`config.mk`:
```
export PLATFORM = sky130hd
export DESIGN_NAME = training_pattern_gain_regs
export DESIGN_NICKNAME = d
export VERILOG_FILES = /design/src/training_pattern_gain_regs.v /design/src/training_word_select.v
export VERILOG_INCLUDE_DIRS = /design/src /design/src/src
export SDC_FILE = /design/constraint.sdc
export NUM_CORES = 1
export LEC_CHECK = 0
export BUFFER_PORTS_ARGS = -buffer_cell sky130_fd_sc_hd__buf_2
export CAP_MARGIN = 5
export CORE_ASPECT_RATIO = 1.2
export CORE_MARGIN = 5
export CORE_UTILIZATION = 55
export DETAILED_ROUTE_END_ITERATION = 10
export PLACE_DENSITY = 0.84
export SETUP_SLACK_MARGIN = 0.15
export SLEW_MARGIN = 20
export SYNTH_ARGS = -nofsm -noshare
export SYNTH_HDL_FRONTEND = slang
export SYNTH_SLANG_ARGS = --single-unit
export TNS_END_PERCENT = 30
```
`constraint.sdc`:
```
create_clock -name core_clk -period 2.82 [get_ports core_clk]
set_clock_uncertainty 0.1 [all_clocks]
set_input_delay 0.141 -clock core_clk [delete_from_list [all_inputs] [get_ports core_clk]]
set_output_delay 0.141 -clock core_clk [all_outputs]
set_load 0.01 [all_outputs]
```
`src/training_pattern_gain_defines.vh`:
```
/*
  register offsets, field positions and reset values for the training
  pattern and clipping gain register bank.
  assumes inclusion by bare name from the design files under src/.
*/
// Contract
// (RULE1) low pattern register is write-only; reading 0x11 returns its contents.
// (RULE2) high pattern register is write-only; reading 0x13 returns its contents.
// (RULE3) clipping control register is write-only; reading 0x15 returns its contents.
// (RULE4) both pattern registers combine into one 12-bit training word.
// (RULE5) low pattern byte forms training word bits 7:0.
// (RULE6) high pattern bits 3:0 form training word bits 11:8.
// (RULE7) host writes zeros into high pattern bits 7:4.
// (RULE8) custom word is sent only when training select equals three.
// (RULE9) override clear gives automatic gain; set uses coefficients a and b.
// (RULE10) registers reset to zero; override bit 7, a 5:3, b 2:0.
`ifndef TRAINING_PATTERN_GAIN_DEFINES_VH
`define TRAINING_PATTERN_GAIN_DEFINES_VH

`define ADDR_PAT_LOW       8'h10
`define ADDR_PAT_LOW_RB    8'h11
`define ADDR_PAT_HIGH      8'h12
`define ADDR_PAT_HIGH_RB   8'h13
`define ADDR_CLIP          8'h14
`define ADDR_CLIP_RB       8'h15

`define RST_PAT_LOW        8'h00
`define RST_PAT_HIGH       8'h00
`define RST_CLIP           8'h00

`define PAT_HIGH_MSB       3
`define CLIP_OVERRIDE_BIT  7
`define CLIP_A_MSB         5
`define CLIP_A_LSB         3
`define CLIP_B_MSB         2
`define CLIP_B_LSB         0

`define TRAIN_SEL_CUSTOM   2'h3
`define AUTO_GAIN_A        3'h0
`define AUTO_GAIN_B        3'h0

`endif

```
`src/training_pattern_gain_regs.v`:
```
/*
  write-only register bank for the custom de-skew pattern and the
  decimator clipping gain control, with read-back images at odd offsets.
  the three stored bytes feed the serializer training word and the
  decimator gain selection, both registered one clock later.
  assumes a simple synchronous register port already decoded from the
  serial control interface, in the core_clk domain, with one strobe per
  access; the training select field and the built-in words come from
  decimator control logic outside this bank.
*/
`timescale 1ns/1ns
`include "training_pattern_gain_defines.vh"

module training_pattern_gain_regs
(
  input  wire        core_clk,
  input  wire        rst,
  input  wire [7:0]  reg_addr,
  input  wire        reg_wr,
  input  wire        reg_rd,
  input  wire [7:0]  reg_wdata,
  input  wire [1:0]  train_sel,
  input  wire [11:0] builtin_word,
  output reg  [7:0]  reg_rdata,
  output reg         reg_rvalid,
  output wire [11:0] train_word,
  output wire        auto_gain_active,
  output wire [2:0]  gain_a,
  output wire [2:0]  gain_b
);

  // one slot per write-only register, in offset order
  localparam NUM_SLOTS = 3;
  localparam SLOT_W    = 8;
  localparam SLOT_LOW  = 0;
  localparam SLOT_HIGH = 1;
  localparam SLOT_CLIP = 2;

  // slot storage, decode and field nets
  wire [23:0] store_flat;
  wire [2:0]  wr_hit;
  wire [2:0]  rb_hit;
  wire [7:0]  pat_low;
  wire [7:0]  pat_high;
  wire [7:0]  clip_val;
  wire [11:0] custom_word;
  wire        override_bit;
  wire [2:0]  coef_a;
  wire [2:0]  coef_b;
  reg  [7:0]  rdata_nxt;
  reg         auto_r;
  integer     k;

  // write offset of a slot
  function [7:0] slot_wr_addr;
    input integer idx;
    begin
      case (idx)
        SLOT_LOW:  slot_wr_addr = `ADDR_PAT_LOW;
        SLOT_HIGH: slot_wr_addr = `ADDR_PAT_HIGH;
        default:   slot_wr_addr = `ADDR_CLIP;
      endcase
    end
  endfunction

  // read-back offset of a slot, one above its write offset
  function [7:0] slot_rb_addr;
    input integer idx;
    begin
      case (idx)
        SLOT_LOW:  slot_rb_addr = `ADDR_PAT_LOW_RB;
        SLOT_HIGH: slot_rb_addr = `ADDR_PAT_HIGH_RB;
        default:   slot_rb_addr = `ADDR_CLIP_RB;
      endcase
    end
  endfunction

  // reset value of a slot
  function [7:0] slot_reset;
    input integer idx;
    begin
      case (idx)
        SLOT_LOW:  slot_reset = `RST_PAT_LOW;
        SLOT_HIGH: slot_reset = `RST_PAT_HIGH;
        default:   slot_reset = `RST_CLIP;
      endcase
    end
  endfunction

  // one address compare, shared by the write and read-back decode
  function addr_match;
    input [7:0] addr;
    input [7:0] target;
    begin
      addr_match = (addr == target);
    end
  endfunction

  // override bit of the clipping byte
  function clip_override;
    input [7:0] val;
    begin
      clip_override = val[`CLIP_OVERRIDE_BIT];
    end
  endfunction

  // coefficient a field of the clipping byte
  function [2:0] clip_coef_a;
    input [7:0] val;
    begin
      clip_coef_a = val[`CLIP_A_MSB:`CLIP_A_LSB];
    end
  endfunction

  // coefficient b field of the clipping byte
  function [2:0] clip_coef_b;
    input [7:0] val;
    begin
      clip_coef_b = val[`CLIP_B_MSB:`CLIP_B_LSB];
    end
  endfunction

  // storage slots; every bit kept as written, so a host that ignores the
  // write-zero advice on the high pattern byte still reads its value back
  genvar g;
  generate
    for (g = 0; g < NUM_SLOTS; g = g + 1)
    begin : slot
      reg [SLOT_W-1:0] val_r;

      // strobe qualified by this slot's write offset; other offsets ignored
      assign wr_hit[g] = reg_wr & addr_match(reg_addr, slot_wr_addr(g));
      // read-back hit; the write offset itself never matches here
      assign rb_hit[g] = addr_match(reg_addr, slot_rb_addr(g));

      // write-only byte, loaded on its own strobe
      always @(posedge core_clk or posedge rst)
      begin
        if (rst)
          val_r <= slot_reset(g); // RULE10
        else if (wr_hit[g])
          val_r <= reg_wdata; // RULE1 RULE2 RULE3
      end

      assign store_flat[SLOT_W*g +: SLOT_W] = val_r;
    end
  endgenerate

  // named views of the stored bytes
  assign pat_low      = store_flat[SLOT_W*SLOT_LOW +: SLOT_W];
  assign pat_high     = store_flat[SLOT_W*SLOT_HIGH +: SLOT_W];
  assign clip_val     = store_flat[SLOT_W*SLOT_CLIP +: SLOT_W];

  // clipping fields; override and coefficients travel together
  assign override_bit = clip_override(clip_val);
  assign coef_a       = clip_coef_a(clip_val);
  assign coef_b       = clip_coef_b(clip_val);

  // read-back decode: unmapped offsets and the write offsets read zero
  always @*
  begin
    rdata_nxt = 8'h00;
    for (k = 0; k < NUM_SLOTS; k = k + 1)
    begin
      if (rb_hit[k])
        rdata_nxt = store_flat[SLOT_W*k +: SLOT_W]; // RULE1 RULE2 RULE3
    end
  end

  // read data holds until the next read strobe;
  // a write alone never disturbs it
  always @(posedge core_clk or posedge rst)
  begin
    if (rst)
      reg_rdata <= 8'h00;
    else if (reg_rd)
      reg_rdata <= rdata_nxt; // RULE1 RULE2 RULE3
  end

  // one-cycle answer strobe, one clock after the read strobe;
  // back-to-back reads give back-to-back strobes
  always @(posedge core_clk or posedge rst)
  begin
    if (rst)
      reg_rvalid <= 1'b0;
    else
      reg_rvalid <= reg_rd;
  end

  // flag follows the inverted override bit a clock late, in step with the
  // registered gain outputs so both change on the same edge
  always @(posedge core_clk or posedge rst)
  begin
    if (rst)
      auto_r <= 1'b1;
    else
      auto_r <= ~override_bit; // RULE9
  end

  // twelve-bit word: low nibble of the high byte over the low byte;
  // the upper four high-byte bits stay out of the word
  assign custom_word      = {pat_high[`PAT_HIGH_MSB:0], pat_low}; // RULE4 RULE5 RULE6
  assign auto_gain_active = auto_r;

  // word choice and gain selection live in one registered stage, so
  // every derived output lags its register by exactly one clock
  training_word_select u_sel
  (
    .core_clk             (core_clk),
    .rst                  (rst),
    .train_sel            (train_sel),
    .custom_word          (custom_word),
    .builtin_word         (builtin_word),
    .custom_gain_override (override_bit),
    .coef_a               (coef_a),
    .coef_b               (coef_b),
    .train_word           (train_word),
    .gain_a               (gain_a),
    .gain_b               (gain_b)
  );

endmodule

```
`src/training_word_select.v`:
```
/*
  picks the serializer training word and the decimator gain coefficients.
  assumes its inputs are registered values in the core_clk domain.
*/
`timescale 1ns/1ns
`include "training_pattern_gain_defines.vh"

module training_word_select
(
  input  wire        core_clk,
  input  wire        rst,
  input  wire [1:0]  train_sel,
  input  wire [11:0] custom_word,
  input  wire [11:0] builtin_word,
  input  wire        custom_gain_override,
  input  wire [2:0]  coef_a,
  input  wire [2:0]  coef_b,
  output reg  [11:0] train_word,
  output reg  [2:0]  gain_a,
  output reg  [2:0]  gain_b
);

  // registered so every top output comes straight from a flip-flop
  always @(posedge core_clk or posedge rst)
  begin
    if (rst)
    begin
      train_word <= 12'h000;
      gain_a     <= 3'h0;
      gain_b     <= 3'h0;
    end
    else
    begin
      // custom word only for sequence three
      train_word <= (train_sel == `TRAIN_SEL_CUSTOM) ? custom_word : builtin_word; // RULE8
      // automatic coefficients unless software overrides
      gain_a <= custom_gain_override ? coef_a : `AUTO_GAIN_A; // RULE9
      gain_b <= custom_gain_override ? coef_b : `AUTO_GAIN_B; // RULE9
    end
  end

endmodule

```
==> impl_results.md, run 1 <==
- Status: complete, no violations
- Total Wirelength: 4.68 mm
- Avg Vias per Cell: approximately 5.4
- Drt wl/cell: between 15 and 20 um
- Die height: 78.4 um
- CP max stage delay: around 0.52 ns
- VDD IR max: approximately 0.00040 V
- Worst path top cell family by delay: simple AND/OR/NAND/NOR gates
- Syn nets: between 150 and 200
- Warnings, synthesis: 0
- Mapped cell area: ~2100 sq um
- Startpoint types: input pin
- Sequential share of the synthesized area: roughly three fifths
- Slowest stage cell, crit path: dlygate4sd3_1
- Proportion of layout cells with a drive suffix above 1: about two fifths
- Synth top area cells: dfrtp_1, mux2_1, mux2_2, mux2i_1, nand4_4
- CTS clk-pin slew, worst paths: 0.10 ns
- Htree depth: 2
- WS Path Type: input pin to flop
- Initial antenna violation count: 0
- # Post-CTS Setup Buffers: 0
- Simple-Gate Fraction of Synth Area: 9.87%
- Starting Density: approximately 58%
- Final hold violation count: 0
- Final setup vio count: 0
- Number of global-route vias before repair: roughly 1600
- First-pass GRT wire length: 7.74 mm
- Global-route usage over all layers: approximately 20%
- Count leader, synth: dfrtp_1
- Row count: 24
- Post-synth top area cell: dfrtp_1
- CTS tree: done
- Yosys cell types: 24
- Area of the multi-input gates: 807 sq um
- Period utilization: a little over half
- Placed Cells incl. Taps: approximately 250
- Core Util, Final: between 70% and 80%
- CP endpoint kind: flop
- Cts repair resizes: 0
- DRT Pass-1 Iters: 4
- Crit-path cells: dlygate4sd3_1 -> buf_2 -> nand4b_1 -> or2_1 -> o2bb2ai_1
- Setup TNS: 0 ns
- Max-slew headroom: a little over two fifths
- Ant diodes: 0
- Chip width: between 60 and 70 um
- Adder-cell share of the synthesized area: 0%
- Area grow syn2layout: 30.8%
- Arrival time at the worst endpoint: between 1.5 and 2 ns
- Num CTS Buffers: 5
- Io pins: 62
- Post-Synth XOR/XNOR Area: 0%
- Compound-Gate Fraction of Synth Area: between 5 and 6%
- Initial DRC Count: 57
- Power, Total: ~0.0014 W
- Non-filler cells, final: between 200 and 300
- Final nets: 260
- Worst Path Buf+Inv: 2
- Post-place instance area: 2490 sq um
- Post-route cell area: 2800 sq um
- Sequential cell area: roughly 1300 sq um
- Filler instances: between 200 and 250
- CORE AREA: roughly 3700 sq um
- Async set-reset flop share out of synthesis: 100%
- Post-layout minimum cycle time: around 1.5 ns
- CTS Root Cell: clkbuf_8
- Dpl hpwl: between 3 and 4 mm
- Antenna Violating Nets Remaining: 0
- Longest Clk Path Bufs: 2
- Top cell type's share of synthesized area: about three fifths
- Worst Hold Class: input pin to flop
- Lkg Pwr: between 1 and 1.5 nW
- CTS Sinks: 52
- Synth cell count leaders: dfrtp_1, mux2_1, mux2_2
- Power Dens Cells: 484 nW/um^2
- Clock latency on the worst-skew pair: 0.30 ns
- Syn avg cell area: 15.3 sq um
- Slew Limit Fails: 0
- Vias: between 1000 and 1500
- Post-synth top flop: dfrtp_1
- Drc violations: 0
- Syn Inst Count: 140
- # port buffers: a little over 60
- Unrepaired setup endpoints after global routing: no
- RePlAce Congestion: 0.834
- Max_cap viols: 0
- Number of synthesized register bits: 52
- Slew of the pin with the lowest slew margin: 0.852 ns
- Largest net degree at the start of global routing: 53
- Largest family of logic cells by synthesized area: multiplexers
- Critical Path Fanout Max: 6
- Max frequency: between 600 and 700 MHz
- Mux contribution to synthesized area: between 20% and 30%
- Die area: ~5300 sq um
- CP required: between 2 and 3 ns
- Post-synth EDFFs: 0
- Total gr overflow: 0
==> worst reg2reg max path, cell delays in order (launching register included) <==
cell and delay (ns):
dfrtp_1 0.41, mux2i_1 0.16, nor4_1 0.07, a221o_1 0.27
==> logic make-up (layout without fill, tap and decap cells) <==
kind of cell | Yosys count | in the layout
flops | 52 | 52
mux | 44 | 44
simple gates | 24 | 24
compound gates | 12 | 12
buf+inv | 8 | 95
==> layer usage <==
| metal | vias to the layer above | track usage [%] | part of all wire [%] |
|---|---|---|---|
| met1 | 755 | 24.5 | 40 |
| li1 | 690 | - | - |
| met5 | - | 0 | 0 |
| met2 | 47 | 33.8 | 54 |
| met4 | 0 | 5.68 | 0.66 |
| met3 | 4 | 5.29 | 5.8 |
==> worst paths after layout <==
path	start	endpoint	slack [ns]	cells after the start
setup / recovery	reg_rd	reg_rdata[2]	1.33	5
hold / removal	reg_addr[6]	pat_high[3]	0.20	4
setup reg to reg	pat_high[1]	reg_rdata[1]	1.70	3
hold reg to reg	reg_rdata[2]	reg_rdata[2]	0.41	1
max in group asynchronous	rst	u_sel.train_word[10]	1.69	3
min in group asynchronous	rst	u_sel.train_word[3]	0.42	3
==> timing repair <==
item | in CTS | in global routing
endpoints found under the hold margin | 37 | 51
endpoints found under the setup margin | 0 | 0
hold buffers | 21 | 1
==> state kept, by name (all words and copies together) (netlist names) <==
register / count
pat_high: 8
u_sel.gain_b: 3
auto_gain_active: 1
pat_low: 8
clip_val: 8
u_sel.gain_a: 3
u_sel.train_word: 12
reg_rvalid: 1
reg_rdata: 8
==> cell type report <==
type                    instances  share of cell area [%]
clock buffers                   5                    2.45
well taps                      52                    2.32
repair buffers                 83                    18.7
multi-input cells              80                    28.8
inverters                       4                   0.580
clock inverters                 3                   0.669
flip-flops and latches         52                    46.5
==> per-stage QoR <==
stage	hold slack [ns]	setup slack, ns
5_1_grt	0.225	1.28
6_report	0.200	1.33
3_5_place_dp	0.189	1.18
2_1_floorplan	0.0724	1.32
3_3_place_gp	0.177	1.22
4_1_cts	0.0169	1.36
==> where the power goes <==
group | switching (W) | internal, W | total, W
Sequential | 0.0000164 | 0.000774 | 0.000791
Combinational | 0.0000725 | 0.0000774 | 0.000150
Clock | 0.000242 | 0.000173 | 0.000415
Total | 0.000331 | 0.00103 | 0.00136
==> cell usage in the layout (no fill, tap or decap), types with 5 or more instances in the layout <==
cell / instances
mux2_2: 12
clkbuf_8: 5
buf_2: 61
mux2_1: 24
dfrtp_1: 51
and2_1: 6
dlygate4sd3_1: 22
mux2i_1: 8
Power figures use the tool's default switching activity.
==> run 2: changes to the inputs <==
CORE_UTILIZATION = 51   (was 55)
PLACE_DENSITY = 0.79   (was 0.84)
clock period = 1.5 ns   (was 2.82 ns; I/O delays follow)
==> impl_results.md, run 2 (synthesis gave the netlist of run 1 again) <==
- # Post-CTS Setup Buffers: 0
- Die area: 5600 sq um
- Final nets: ~270
- Drc violations: 0
- CP endpoint kind: flop
- DRT Pass-1 Iters: 4
- Status: complete, no violations
- Power, Total: around 0.0026 W
- Slew Limit Fails: 0
- GR Util met1: 21.3%
- Most frequent cells in the layout: buf_2, dfrtp_1, mux2_1
- Leading cell type in the layout, fill and taps excluded: buf_2
- Final hold violation count: 0
- Drt wl/cell: 17.4 um
- Crit-path cells: buf_2 -> nor3_4 -> nand4_2 -> mux2_1
- Grt met2 use: 36.7%
- Final setup vio count: 0
- Chip width: between 60 and 70 um
- Filler instances: ~300
- Max-slew headroom: approximately three quarters
- VDD IR max: about 0.00075 V
- Initial antenna violation count: 0
- Die height: ~81 um
- Clock latency on the worst-skew pair: roughly 0.3 ns
- CTS clk-pin slew, worst paths: roughly 0.090 ns
- Total Wirelength: approximately 5.0 mm
- Initial DRC Count: 66
- Antenna Violating Nets Remaining: 0
- Max_cap viols: 0
- GRT met3 Usage: between 4 and 5%
- Lkg Pwr: approximately 1.5 nW
- Slew of the pin with the lowest slew margin: between 0.3 and 0.4 ns
- Ant diodes: 0
- Max frequency: 815 MHz
- Row count: 25
- Setup Slack @ Placement: -0.0349 ns
- Largest Register: u_sel.train_word
- Period utilization: 81.8%
- Largest net degree at the start of global routing: 53
- Number of global-route vias before repair: around 1700
- WS Path Type: input pin to flop
- CP required: about 1.6 ns
- Area grow syn2layout: 34.0%
- # port buffers: a little over 60
- Unrepaired setup endpoints after global routing: no
- Vias: 1500
- Longest Clk Path Bufs: 2
- CTS tree: done
- Area of the multi-input gates: roughly 800 sq um
- Worst Hold Class: input pin to flop
- Arrival time at the worst endpoint: between 1 and 1.5 ns
- Sequential cell area: roughly 1300 sq um
- Io pins: 62
- Power Dens Cells: about 900 nW/um^2
- Avg Vias per Cell: roughly 5.2
- Worst path top cell family by delay: simple AND/OR/NAND/NOR gates
- RePlAce Congestion: a little over 0.8
- Total gr overflow: 0
- Startpoint types: input pin
- Core Util, Final: between 70% and 80%
- CTS Root Cell: clkbuf_8
- CP max stage delay: 0.44 ns
- CTS Sinks: 52
- Htree depth: 2
- First-pass GRT wire length: around 8.4 mm
- Slowest stage cell, crit path: mux2_1
- Proportion of layout cells with a drive suffix above 1: between 40% and 50%
- Num CTS Buffers: 5
- Busiest grt layer: met2
- Dpl hpwl: 3.47 mm
- Max reg flops: 12
- Placed Cells incl. Taps: 257
- Slack of the critical path: around 0.27 ns
- CORE AREA: ~4000 sq um
- Final hold slack: 0.146 ns
- Non-filler cells, final: 287
- Starting Density: between 50 and 60%
- Critical Path Fanout Max: 8
- Post-layout minimum cycle time: 1.23 ns
- Worst Path Buf+Inv: 1
- Global-route usage over all layers: between 15 and 20%
## run 2: cell count changes in the layout (fill, tap and decap cells not counted), sizes merged
cell / before / now
buf: 61 / 67
clkinv: 4 / 2
clkbuf: 5 / 6
clkinvlp: 0 / 1
## run 2: path summary, 6_finish.rpt
check | from | to | slack [ns] | cells after the start
max | reg_addr[3] | pat_low[5] | 0.27 | 4
min | reg_rd | reg_rdata[6] | 0.15 | 3
max reg2reg | pat_high[3] | reg_rdata[3] | 0.41 | 3
min reg2reg | reg_rdata[6] | reg_rdata[6] | 0.39 | 1
max in group asynchronous | rst | auto_gain_active | 0.74 | 4
min in group asynchronous | rst | u_sel.train_word[3] | 0.27 | 4
## run 2: what timing repair did
action / in CTS / in global routing
endpoints found under the setup margin: 0 / 0
hold buffers: 22 / 0
endpoints found under the hold margin: 89 / 0
gates resized for setup: 0 / 0
## run 2: worst reg2reg max path, cell delays in order (launching register included)
cell and delay, ns:
dfrtp_1 0.40, mux2i_1 0.16, nor4_1 0.07, a221o_1 0.26
## run 2: cell type report
| class | instances | share of cell area, % |
|---|---|---|
| Sequential cell | 52 | 45.4 |
| Multi-Input combinational cell | 80 | 28.1 |
| Timing Repair Buffer | 89 | 20.3 |
| Clock buffer | 6 | 2.88 |
| Tap cell | 54 | 2.35 |
| Inverter | 4 | 0.654 |
| Clock inverter | 2 | 0.349 |
## run 2: power breakdown
part	internal, W	total (W)	switching [W]
Sequential	0.00146	0.00149	0.0000319
Clock	0.000369	0.000799	0.000430
Combinational	0.000159	0.000303	0.000143
## run 2: per-stage QoR
stage	setup TNS, ns	cell area (sq um)
2_1_floorplan	0	2150
3_3_place_gp	0	2560
5_1_grt	0	2870
6_report	0	2870
3_5_place_dp	-0.151	2560
4_1_cts	0	2870
## run 2: layer usage
metal	share of wire (%)	vias to the layer above
met5	0	-
met4	1.5	0
met3	4.7	7
met2	55	45
met1	39	751
li1	-	697
